<file path="src/pkg/pced_regs.svh">
`ifndef PCED_REGS_SVH
`define PCED_REGS_SVH

// Register indices on the plain register port
`define PCED_ADDR_PA_RISE 4'h0
`define PCED_ADDR_PA_FALL 4'h1
`define PCED_ADDR_PA_FLAG 4'h2
`define PCED_ADDR_PB_RISE 4'h3
`define PCED_ADDR_PB_FALL 4'h4
`define PCED_ADDR_PB_FLAG 4'h5
`define PCED_ADDR_CTRL 4'h6
`define PCED_ADDR_IRQ_STAT 4'h7
`define PCED_ADDR_IRQ_MASK 4'h8

// Implemented bit masks
`define PCED_PA_MASK 8'h3F
`define PCED_PB_MASK 8'hF0
`define PCED_RESET_BYTE 8'h00

// Control register fields
`define PCED_CTRL_MASTER_BIT 3
`define PCED_CTRL_SUMMARY_BIT 0

// Interrupt status bits
`define PCED_IRQ_CHANGE_BIT 0
`define PCED_IRQ_WAKE_BIT 1
`define PCED_IRQ_MASK_BITS 8'h03

`endif

</file>
<file path="src/pkg/pced_pkg.sv">
package pced_pkg;
  typedef logic [7:0] pced_byte_t;
  typedef logic [3:0] pced_addr_t;
endpackage

</file>
<file path="src/logic/pced_edge_sync.sv">
`timescale 1ns/100ps
module pced_edge_sync #(
  parameter int WIDTH = 8
) (
  // Clock and reset
  input wire logic ref_clk,
  input wire logic reset,
  // Pins in, edges out
  input wire logic [WIDTH-1:0] pin_async,
  output logic [WIDTH-1:0] rise_pulse,
  output logic [WIDTH-1:0] fall_pulse
);
  typedef struct packed {
    logic [WIDTH-1:0] meta;
    logic [WIDTH-1:0] sync;
    logic [WIDTH-1:0] last;
  } pced_sync_s;

  pced_sync_s state_reg;
  pced_sync_s state_next;

  // First stage feeds only the second stage
  always_comb begin
    state_next = state_reg;
    state_next.meta = pin_async;
    state_next.sync = state_reg.meta;
    state_next.last = state_reg.sync;
  end

  always_ff @(posedge ref_clk or posedge reset) begin
    if (reset) begin
      state_reg <= '0;
    end else begin
      state_reg <= state_next;
    end
  end

  // One pulse per edge: compare with previous sample
  assign rise_pulse = state_reg.sync & ~state_reg.last; // RQ11
  assign fall_pulse = ~state_reg.sync & state_reg.last; // RQ11
endmodule

</file>
<file path="src/logic/pced_pin_change.sv">
// Behaviour
// RQ1: Per-pin falling edge enable, upper port B
// RQ2: Armed edge sets pin flag and summary
// RQ3: Flag sets on enabled rise or fall
// RQ4: Hardware sets flags; software writes zero clear
// RQ5: Port B low nibble reads zero, ignores writes
// RQ6: All enables and flags reset to zero
// RQ7: Port A six pins behave likewise
// RQ8: Detection runs regardless of master enable
// RQ9: Edge during clear write keeps flag set
// RQ10: Enabled edge raises wake request when enabled
// RQ11: Synchronise pins, one flag per edge
`timescale 1ns/100ps
`include "pced_regs.svh"
module pced_pin_change (
  // Clock and reset
  input wire logic ref_clk,
  input wire logic reset,
  // Register port
  input wire pced_pkg::pced_addr_t reg_addr,
  input wire pced_pkg::pced_byte_t reg_wdata,
  input wire logic reg_write,
  input wire logic reg_read,
  output pced_pkg::pced_byte_t reg_rdata,
  // Port pins
  input wire logic [7:0] port_a_pin,
  input wire logic [7:0] port_b_pin,
  // Processor side
  input wire logic sleep_active,
  output logic change_irq_summary,
  output logic change_irq_request,
  output logic wake_request,
  output logic irq
);
  import pced_pkg::*;

  typedef struct packed {
    pced_byte_t pa_rise;
    pced_byte_t pa_fall;
    pced_byte_t pa_flag;
    pced_byte_t pb_rise;
    pced_byte_t pb_fall;
    pced_byte_t pb_flag;
    logic master_en;
    pced_byte_t irq_stat;
    pced_byte_t irq_mask;
    pced_byte_t rdata;
    logic summary;
    logic request;
    logic wake;
    logic irq;
  } pced_state_s;

  pced_state_s state_reg;
  pced_state_s state_next;

  logic [7:0] a_rise;
  logic [7:0] a_fall;
  logic [7:0] b_rise;
  logic [7:0] b_fall;

  pced_edge_sync #(
    .WIDTH(8)
  ) u_sync_a (
    .ref_clk(ref_clk),
    .reset(reset),
    .pin_async(port_a_pin),
    .rise_pulse(a_rise),
    .fall_pulse(a_fall)
  );

  pced_edge_sync #(
    .WIDTH(8)
  ) u_sync_b (
    .ref_clk(ref_clk),
    .reset(reset),
    .pin_async(port_b_pin),
    .rise_pulse(b_rise),
    .fall_pulse(b_fall)
  );

  // Edges that pass their enables, limited to implemented pins
  function automatic pced_byte_t armed_edges(
    input pced_byte_t rise,
    input pced_byte_t fall,
    input pced_byte_t rise_en,
    input pced_byte_t fall_en,
    input pced_byte_t impl
  );
    armed_edges = ((rise & rise_en) | (fall & fall_en)) & impl; // RQ3
  endfunction

  // Software may only clear; a new edge in the same cycle wins
  function automatic pced_byte_t flag_update(
    input pced_byte_t cur,
    input pced_byte_t hits,
    input logic wr,
    input pced_byte_t wdata,
    input pced_byte_t impl
  );
    pced_byte_t kept;
    kept = wr ? (cur & wdata) : cur; // RQ4
    flag_update = (kept | hits) & impl; // RQ9
  endfunction

  logic [7:0] a_hits;
  logic [7:0] b_hits;
  logic any_flag;
  logic any_hit;

  always_comb begin
    a_hits = armed_edges(a_rise, a_fall, state_reg.pa_rise, state_reg.pa_fall,
      `PCED_PA_MASK); // RQ7
    b_hits = armed_edges(b_rise, b_fall, state_reg.pb_rise, state_reg.pb_fall,
      `PCED_PB_MASK);
    any_hit = |{a_hits, b_hits};
    state_next = state_reg;

    // Enable registers; unimplemented bits never store
    if (reg_write) begin
      case (reg_addr)
        `PCED_ADDR_PA_RISE: state_next.pa_rise = reg_wdata & `PCED_PA_MASK; // RQ7
        `PCED_ADDR_PA_FALL: state_next.pa_fall = reg_wdata & `PCED_PA_MASK; // RQ7
        `PCED_ADDR_PB_RISE: state_next.pb_rise = reg_wdata & `PCED_PB_MASK; // RQ5
        `PCED_ADDR_PB_FALL: state_next.pb_fall = reg_wdata & `PCED_PB_MASK; // RQ1
        `PCED_ADDR_CTRL: state_next.master_en = reg_wdata[`PCED_CTRL_MASTER_BIT];
        `PCED_ADDR_IRQ_MASK: state_next.irq_mask = reg_wdata & `PCED_IRQ_MASK_BITS;
        default: ;
      endcase
    end

    // Flags set whatever the master enable says
    state_next.pa_flag = flag_update(state_reg.pa_flag, a_hits,
      reg_write && reg_addr == `PCED_ADDR_PA_FLAG, reg_wdata, `PCED_PA_MASK); // RQ8
    state_next.pb_flag = flag_update(state_reg.pb_flag, b_hits,
      reg_write && reg_addr == `PCED_ADDR_PB_FLAG, reg_wdata, `PCED_PB_MASK); // RQ2

    // Summary mirrors the OR of all flags
    any_flag = |{state_next.pa_flag, state_next.pb_flag};
    state_next.summary = any_flag; // RQ2
    state_next.request = any_flag & state_next.master_en; // RQ8
    // Wake only while asleep; flags are already updated by then
    state_next.wake = any_flag & state_next.master_en & sleep_active; // RQ10

    // Sticky events, write one to clear, set wins
    if (reg_write && reg_addr == `PCED_ADDR_IRQ_STAT) begin
      state_next.irq_stat = state_reg.irq_stat & ~reg_wdata;
    end
    if (any_hit) begin
      state_next.irq_stat[`PCED_IRQ_CHANGE_BIT] = 1'b1;
    end
    if (any_hit && state_reg.master_en && sleep_active) begin
      state_next.irq_stat[`PCED_IRQ_WAKE_BIT] = 1'b1; // RQ10
    end
    state_next.irq = |(state_next.irq_stat & state_next.irq_mask);

    // Read data stand one cycle after the strobe
    state_next.rdata = `PCED_RESET_BYTE;
    if (reg_read) begin
      case (reg_addr)
        `PCED_ADDR_PA_RISE: state_next.rdata = state_reg.pa_rise;
        `PCED_ADDR_PA_FALL: state_next.rdata = state_reg.pa_fall;
        `PCED_ADDR_PA_FLAG: state_next.rdata = state_reg.pa_flag;
        `PCED_ADDR_PB_RISE: state_next.rdata = state_reg.pb_rise; // RQ5
        `PCED_ADDR_PB_FALL: state_next.rdata = state_reg.pb_fall; // RQ5
        `PCED_ADDR_PB_FLAG: state_next.rdata = state_reg.pb_flag; // RQ5
        `PCED_ADDR_CTRL: begin
          state_next.rdata[`PCED_CTRL_MASTER_BIT] = state_reg.master_en;
          state_next.rdata[`PCED_CTRL_SUMMARY_BIT] = state_reg.summary;
        end
        `PCED_ADDR_IRQ_STAT: state_next.rdata = state_reg.irq_stat;
        `PCED_ADDR_IRQ_MASK: state_next.rdata = state_reg.irq_mask;
        default: state_next.rdata = `PCED_RESET_BYTE;
      endcase
    end
  end

  always_ff @(posedge ref_clk or posedge reset) begin
    if (reset) begin
      state_reg <= '0; // RQ6
    end else begin
      state_reg <= state_next;
    end
  end

  assign reg_rdata = state_reg.rdata;
  assign change_irq_summary = state_reg.summary;
  assign change_irq_request = state_reg.request;
  assign wake_request = state_reg.wake;
  assign irq = state_reg.irq;
endmodule

</file>
<file path="config.mk">
export PLATFORM = sky130hd
export DESIGN_NAME = pced_pin_change
export DESIGN_NICKNAME = d
export VERILOG_FILES = /design/src/pkg/pced_pkg.sv /design/src/logic/pced_edge_sync.sv /design/src/logic/pced_pin_change.sv
export VERILOG_INCLUDE_DIRS = /design/src /design/src/pkg
export SDC_FILE = /design/constraint.sdc
export NUM_CORES = 1
export LEC_CHECK = 0
export BUFFER_PORTS_ARGS = -buffer_cell sky130_fd_sc_hd__buf_4
export CAP_MARGIN = 30
export CORE_MARGIN = 2
export CORE_UTILIZATION = 38
export DETAILED_ROUTE_END_ITERATION = 7
export GPL_ROUTABILITY_DRIVEN = 0
export GPL_TIMING_DRIVEN = 0
export PLACE_DENSITY = 0.56
export SYNTH_ARGS = -nofsm -noshare
export SYNTH_HDL_FRONTEND = slang
export SYNTH_SLANG_ARGS = --single-unit
</file>
<file path="constraint.sdc">
create_clock -name ref_clk -period 3.1 [get_ports ref_clk]
set_clock_uncertainty 0.2 [all_clocks]
set_input_delay 0.62 -clock ref_clk [delete_from_list [all_inputs] [get_ports ref_clk]]
set_output_delay 0.62 -clock ref_clk [all_outputs]
set_load 0.1 [all_outputs]
</file>
======== Yosys cells after proc, flatten, opt, wreduce, memory -nomap -nowiden ========
Index checks and enable logic that the tools add are counted.
operators by class
  mux-type cells .......................... 14
  bitwise logic cells ..................... 23
  equal/unequal tests ..................... 8
  reduce and logical (&&, ||, !) cells .... 13
operator list
  cell                  count
  $and A8 B8 Y8         7
  $mux W8               5
  $pmux W4 S8           1
  $and A6 B6 Y6         5
  $not A8 Y8            3
  $reduce_or A10 Y1     2
  $eq A4 B3 Y1 const B  4
  $or A8 B8 Y8          2
  $not A6 Y6            2
  $or A6 B6 Y6          2
  $pmux W1 S6           2
  $pmux W2 S5           1
  $eq A4 B2 Y1 const B  2
  $reduce_and A2 Y1     4
  $reduce_or A8 Y1      1
  $mux W6               1
  $logic_and A1 B1 Y1   5
  $eq A4 B1 Y1 const B  1
  $eq A4 B4 Y1 const B  1
  $logic_not A4 Y1      1
  $mux W1               4
  $and A1 B1 Y1         2
word-level totals
  bits in registers ....................... 101
  word-level logic and storage cells ...... 78
  output and inout port bits .............. 12
  input bits .............................. 33

======== Longest topological paths before layout ========
  word-level depth ........................ 10
  depth in mapped cells ................... 7
  gate-level depth less buffers ........... 6

======== Modules after synthesis ========
From an unflattened synthesis, not the netlist that was laid out.
second synthesis, totals
  cells, all modules ...................... 332
  area total of the unflattened synthesis .. 4331.7 um^2
by module, submodules not included
  module           cells each  sequential area each (um^2)  times used  area an instance (um^2)
  pced_pin_change  250         1476.4                       1           2842.7
  pced_edge_sync   41          600.6                        2           744.5

======== Worst setup path after synthesis ========
No wires, ideal clock.
  path type ............................... input-to-reg
  from .................................... input reg_addr[3]
  to ...................................... register state_reg (netlist bit wake_request)
  arrival time ............................ 1.958 ns
  path slack .............................. 0.823 ns
  data required time ...................... 2.780 ns
  library setup time ...................... 0.120 ns
  stages .................................. 7
  cells stage by stage .................... buf_6 -> or3b_4 -> o31ai_1 -> nand2b_1 -> nor4_2 -> nand4_1 -> and3_1
RTL lines
  item                  RTL line                text
  from (decl)           pced_pin_change.sv:20   input wire pced_pkg::pced_addr_t reg_addr,
  to (signal assigned)  pced_pin_change.sv:182  state_reg <= state_next;
  to (decl)             pced_pin_change.sv:54   pced_state_s state_reg;

==> flow_metrics.py <==
metrics = {
    "global_routing": {
        "track_usage_pct": 17.17,
        "antenna_found_initial": 0,
        "gr-total-overflow": 0,
        "grt_pass1_vias": 2399,
        "grt_pass1_wl_um": 13290,
        "grt_max_degree": 43,
    },
    "hold_path": {
        "hold_class": "reg2reg",
    },
    "sta": {
        "slew_viol_final": 0,
        "fmax_ghz": 0.3879,
        "hold_viol": 0,
        "fin_tns_setup_ns": 0,
        "setup_violations": 0,
        "fin_crit_ns": 2.578,
        "finalCritPeriodShare_pct": 83.17,
        "worstMarginPinSlew_ns": 0.6760,
        "rsz0062_at_grt": "no",
        "slew_headroom_pct": 54.82,
    },
    "power": {
        "clkPwrFrac_pct": 29.7,
        "power.switching_mw": 0.7693,
        "p_per_area_nw_per_um2": 587.2,
        "p_leak_nw": 1.872,
        "internal_power_mw": 1.824,
        "combPwrFrac_pct": 17.7,
        "seqPwrFrac_pct": 52.6,
        "vdd.ir_drop.worst_mv": 0.2271,
        "fin_total_pwr_mw": 2.594,
        "netSwitchingFraction_pct": 29.66,
    },
    "floorplanning": {
        "core_um2": 9639,
        "start_util_pct": 38.66,
        "ios": 45,
        "dieArea_um2": 10610,
        "die_h_um": 103.0,
        "die-width_um": 103.0,
        "placementRows": 36,
    },
    "clock_tree": {
        "cts.sinks": 89,
        "cts_root_buf": "clkbuf_8",
        "cts_made_buffers": 9,
        "cts_setup_buffers": 0,
        "cts.path.max_buffers": 2,
        "postCtsResizedCells": 0,
        "worstSkewPairLatency_ns": 0.36,
        "ctsHoldBuffers": 1,
        "cts_tree": "done",
        "clkTransAtPathRegs_ns": 0.09,
        "htree_levels": 3,
    },
    "logic_synthesis": {
        "synthesis.area_um2": 3726,
        "ys_seq_area_share_pct": 59.77,
        "synth.distinct_cells": 44,
        "synth_seq_cells": 89,
        "postSynthAreaPerCell_um2": 12.10,
        "yosys_warnings": 0,
        "synthCells": 308,
        "synth_nets": 341,
    },
    "final_layout": {
        "final_nets": 392,
        "drive_gt1_share_pct": 28.30,
        "mostFrequentLayoutCell": "dfrtp_1",
        "diodes": 0,
        "largest_reg_flops": 47,
        "area_growth_pct": 18.54,
        "most-common-layout-cells": "89 x dfrtp_1, 45 x buf_4, 31 x mux2_2",
    },
    "routing": {
        "wirelength_um": 8389,
        "vias_per_cell": 5.038,
        "ant_nets": 0,
        "drc": 0,
        "wl_per_cell_um": 16.88,
        "drt-pass1-iter-count": 4,
        "dr.first_iter.drc_count": 148,
        "route.vias.total": 2504,
    },
    "worst_setup_path": {
        "cp-end-kind": "flop",
        "required_ns": 3.13,
        "cp.arrival_ns": 2.61,
        "cp-start-kind": "input pin",
        "path_max_fanout": 10,
        "crit_type": "in2reg",
        "r2r_slack_ns": 0.98,
    },
    "run": {
        "cap_violations": 0,
    },
    "placement": {
        "dp_hpwl_um": 6060,
        "io_buffer_count": 37,
    },
    "outcome": {
        "outcome": "complete, no violations",
    },
}
-- worst max-delay path: stages --
cell and delay [ns]:
buf_6 0.12, nand3b_1 0.23, nor2_1 0.53, a21boi_0 0.34
a22o_1 0.31, nor4_1 0.32, o211ai_1 0.14
-- layer usage --
metal	part of all wire [%]	up-vias	track usage, %
met1	49	1240	24.86
li1	-	1204	-
met3	4.5	6	4.949
met4	1.4	0	7.591
met2	45	54	23.93
met5	0	-	0
-- area by class of cell --
| type | instances | area [um2] |
|---|---|---|
| Fill cell | 922 | 5223 |
| Sequential cell | 89 | 2227 |
| Multi-Input combinational cell | 201 | 1393 |
| Timing Repair Buffer | 40 | 327.8 |
| Clock buffer | 13 | 168.9 |
| Tap cell | 133 | 166.4 |
| Buffer | 15 | 95.09 |
| Clock inverter | 3 | 23.77 |
| Inverter | 3 | 15.01 |
-- cell usage after synthesis --
cell type / n / area (um2)
a21boi_0: 8 / 60.06
a21oi_1: 11 / 55.05
a22o_1: 5 / 43.79
a22oi_1: 7 / 52.55
a31oi_1: 1 / 6.260
a32oi_1: 2 / 17.52
a41oi_1: 1 / 8.760
and2_1: 12 / 75.07
and2_2: 1 / 7.510
and3_1: 1 / 6.260
and4bb_2: 1 / 12.51
buf_1: 1 / 3.750
buf_2: 1 / 5.000
buf_4: 8 / 60.06
buf_6: 1 / 11.26
clkbuf_1: 4 / 15.01
dfrtp_1: 89 / 2227
inv_1: 2 / 7.510
inv_2: 1 / 3.750
maj3_1: 1 / 10.01
mux2_2: 31 / 349.1
mux2i_1: 4 / 40.04
nand2_1: 24 / 90.09
nand2b_1: 11 / 68.82
nand3_1: 4 / 20.02
nand3b_1: 12 / 90.09
nand4_1: 1 / 6.260
nand4b_1: 1 / 8.760
nor2_1: 19 / 71.32
nor2b_1: 2 / 12.51
nor3b_1: 1 / 7.510
nor4_1: 2 / 12.51
nor4_2: 1 / 12.51
nor4b_2: 1 / 15.01
o211ai_1: 1 / 7.510
o21ai_0: 18 / 90.09
o22a_1: 1 / 8.760
o2bb2ai_1: 3 / 26.28
o31ai_1: 8 / 60.06
o41ai_1: 1 / 8.760
or2_2: 1 / 6.260
or3_1: 1 / 6.260
or3b_4: 1 / 11.26
or4_1: 1 / 7.510
-- through the flow --
| step | hold slack (ns) | instances | setup slack (ns) | utilization (%) | instance area [um2] |
|---|---|---|---|---|---|
| finish | 0.1492 | 497 | 0.5218 | 45.82 | 4417 |
| global route | 0.1288 | 497 | 0.4594 | 45.82 | 4417 |
| CTS | 0.1398 | 497 | 0.5572 | 45.82 | 4417 |
| detailed placement | 0.1347 | 480 | 0.1234 | 43.72 | 4214 |
| global placement | 0.1320 | 478 | 0.1253 | 43.30 | 4174 |
| floorplan | 0.1312 | 308 | 0.8228 | - | 3730 |
-- power groups by stage --
| stage | sequential, mW | clock (mW) | combinational [mW] |
|---|---|---|---|
| floorplan | 1.42 | 0 | 0.267 |
| global placement | 1.38 | 0 | 0.446 |
| detailed placement | 1.39 | 0 | 0.458 |
| CTS | 1.36 | 0.796 | 0.461 |
| global route | 1.38 | 0.850 | 0.495 |
| finish | 1.36 | 0.771 | 0.459 |
-- kinds of logic (layout without fill, tap and decap cells) --
family                     Yosys count  after routing  synth area share [%]
and+or+nand+nor                     98             98                 14.71
DFF                                 89             89                 59.77
adders and majority gates            1              1                0.2686
buffers and inverters               18             74                 2.854
muxes                               35             35                 10.44
AOI/OAI and AO/OA                   67             67                 11.95
-- path summary, 6_finish.rpt --
check                                        start                       to  depth (start not counted)
setup / recovery                       reg_addr[3]                      irq                          7
max in group asynchronous                    reset    u_sync_a.state_reg[1]                          4
setup reg to reg                     state_reg[49]                      irq                          5
min in group asynchronous                    reset  u_sync_a.state_next[11]                          3
hold reg to reg            u_sync_b.state_next[15]   u_sync_b.state_next[7]                          0
hold / removal             u_sync_b.state_next[15]   u_sync_b.state_next[7]                          0
Power figures use the tool's default switching activity.
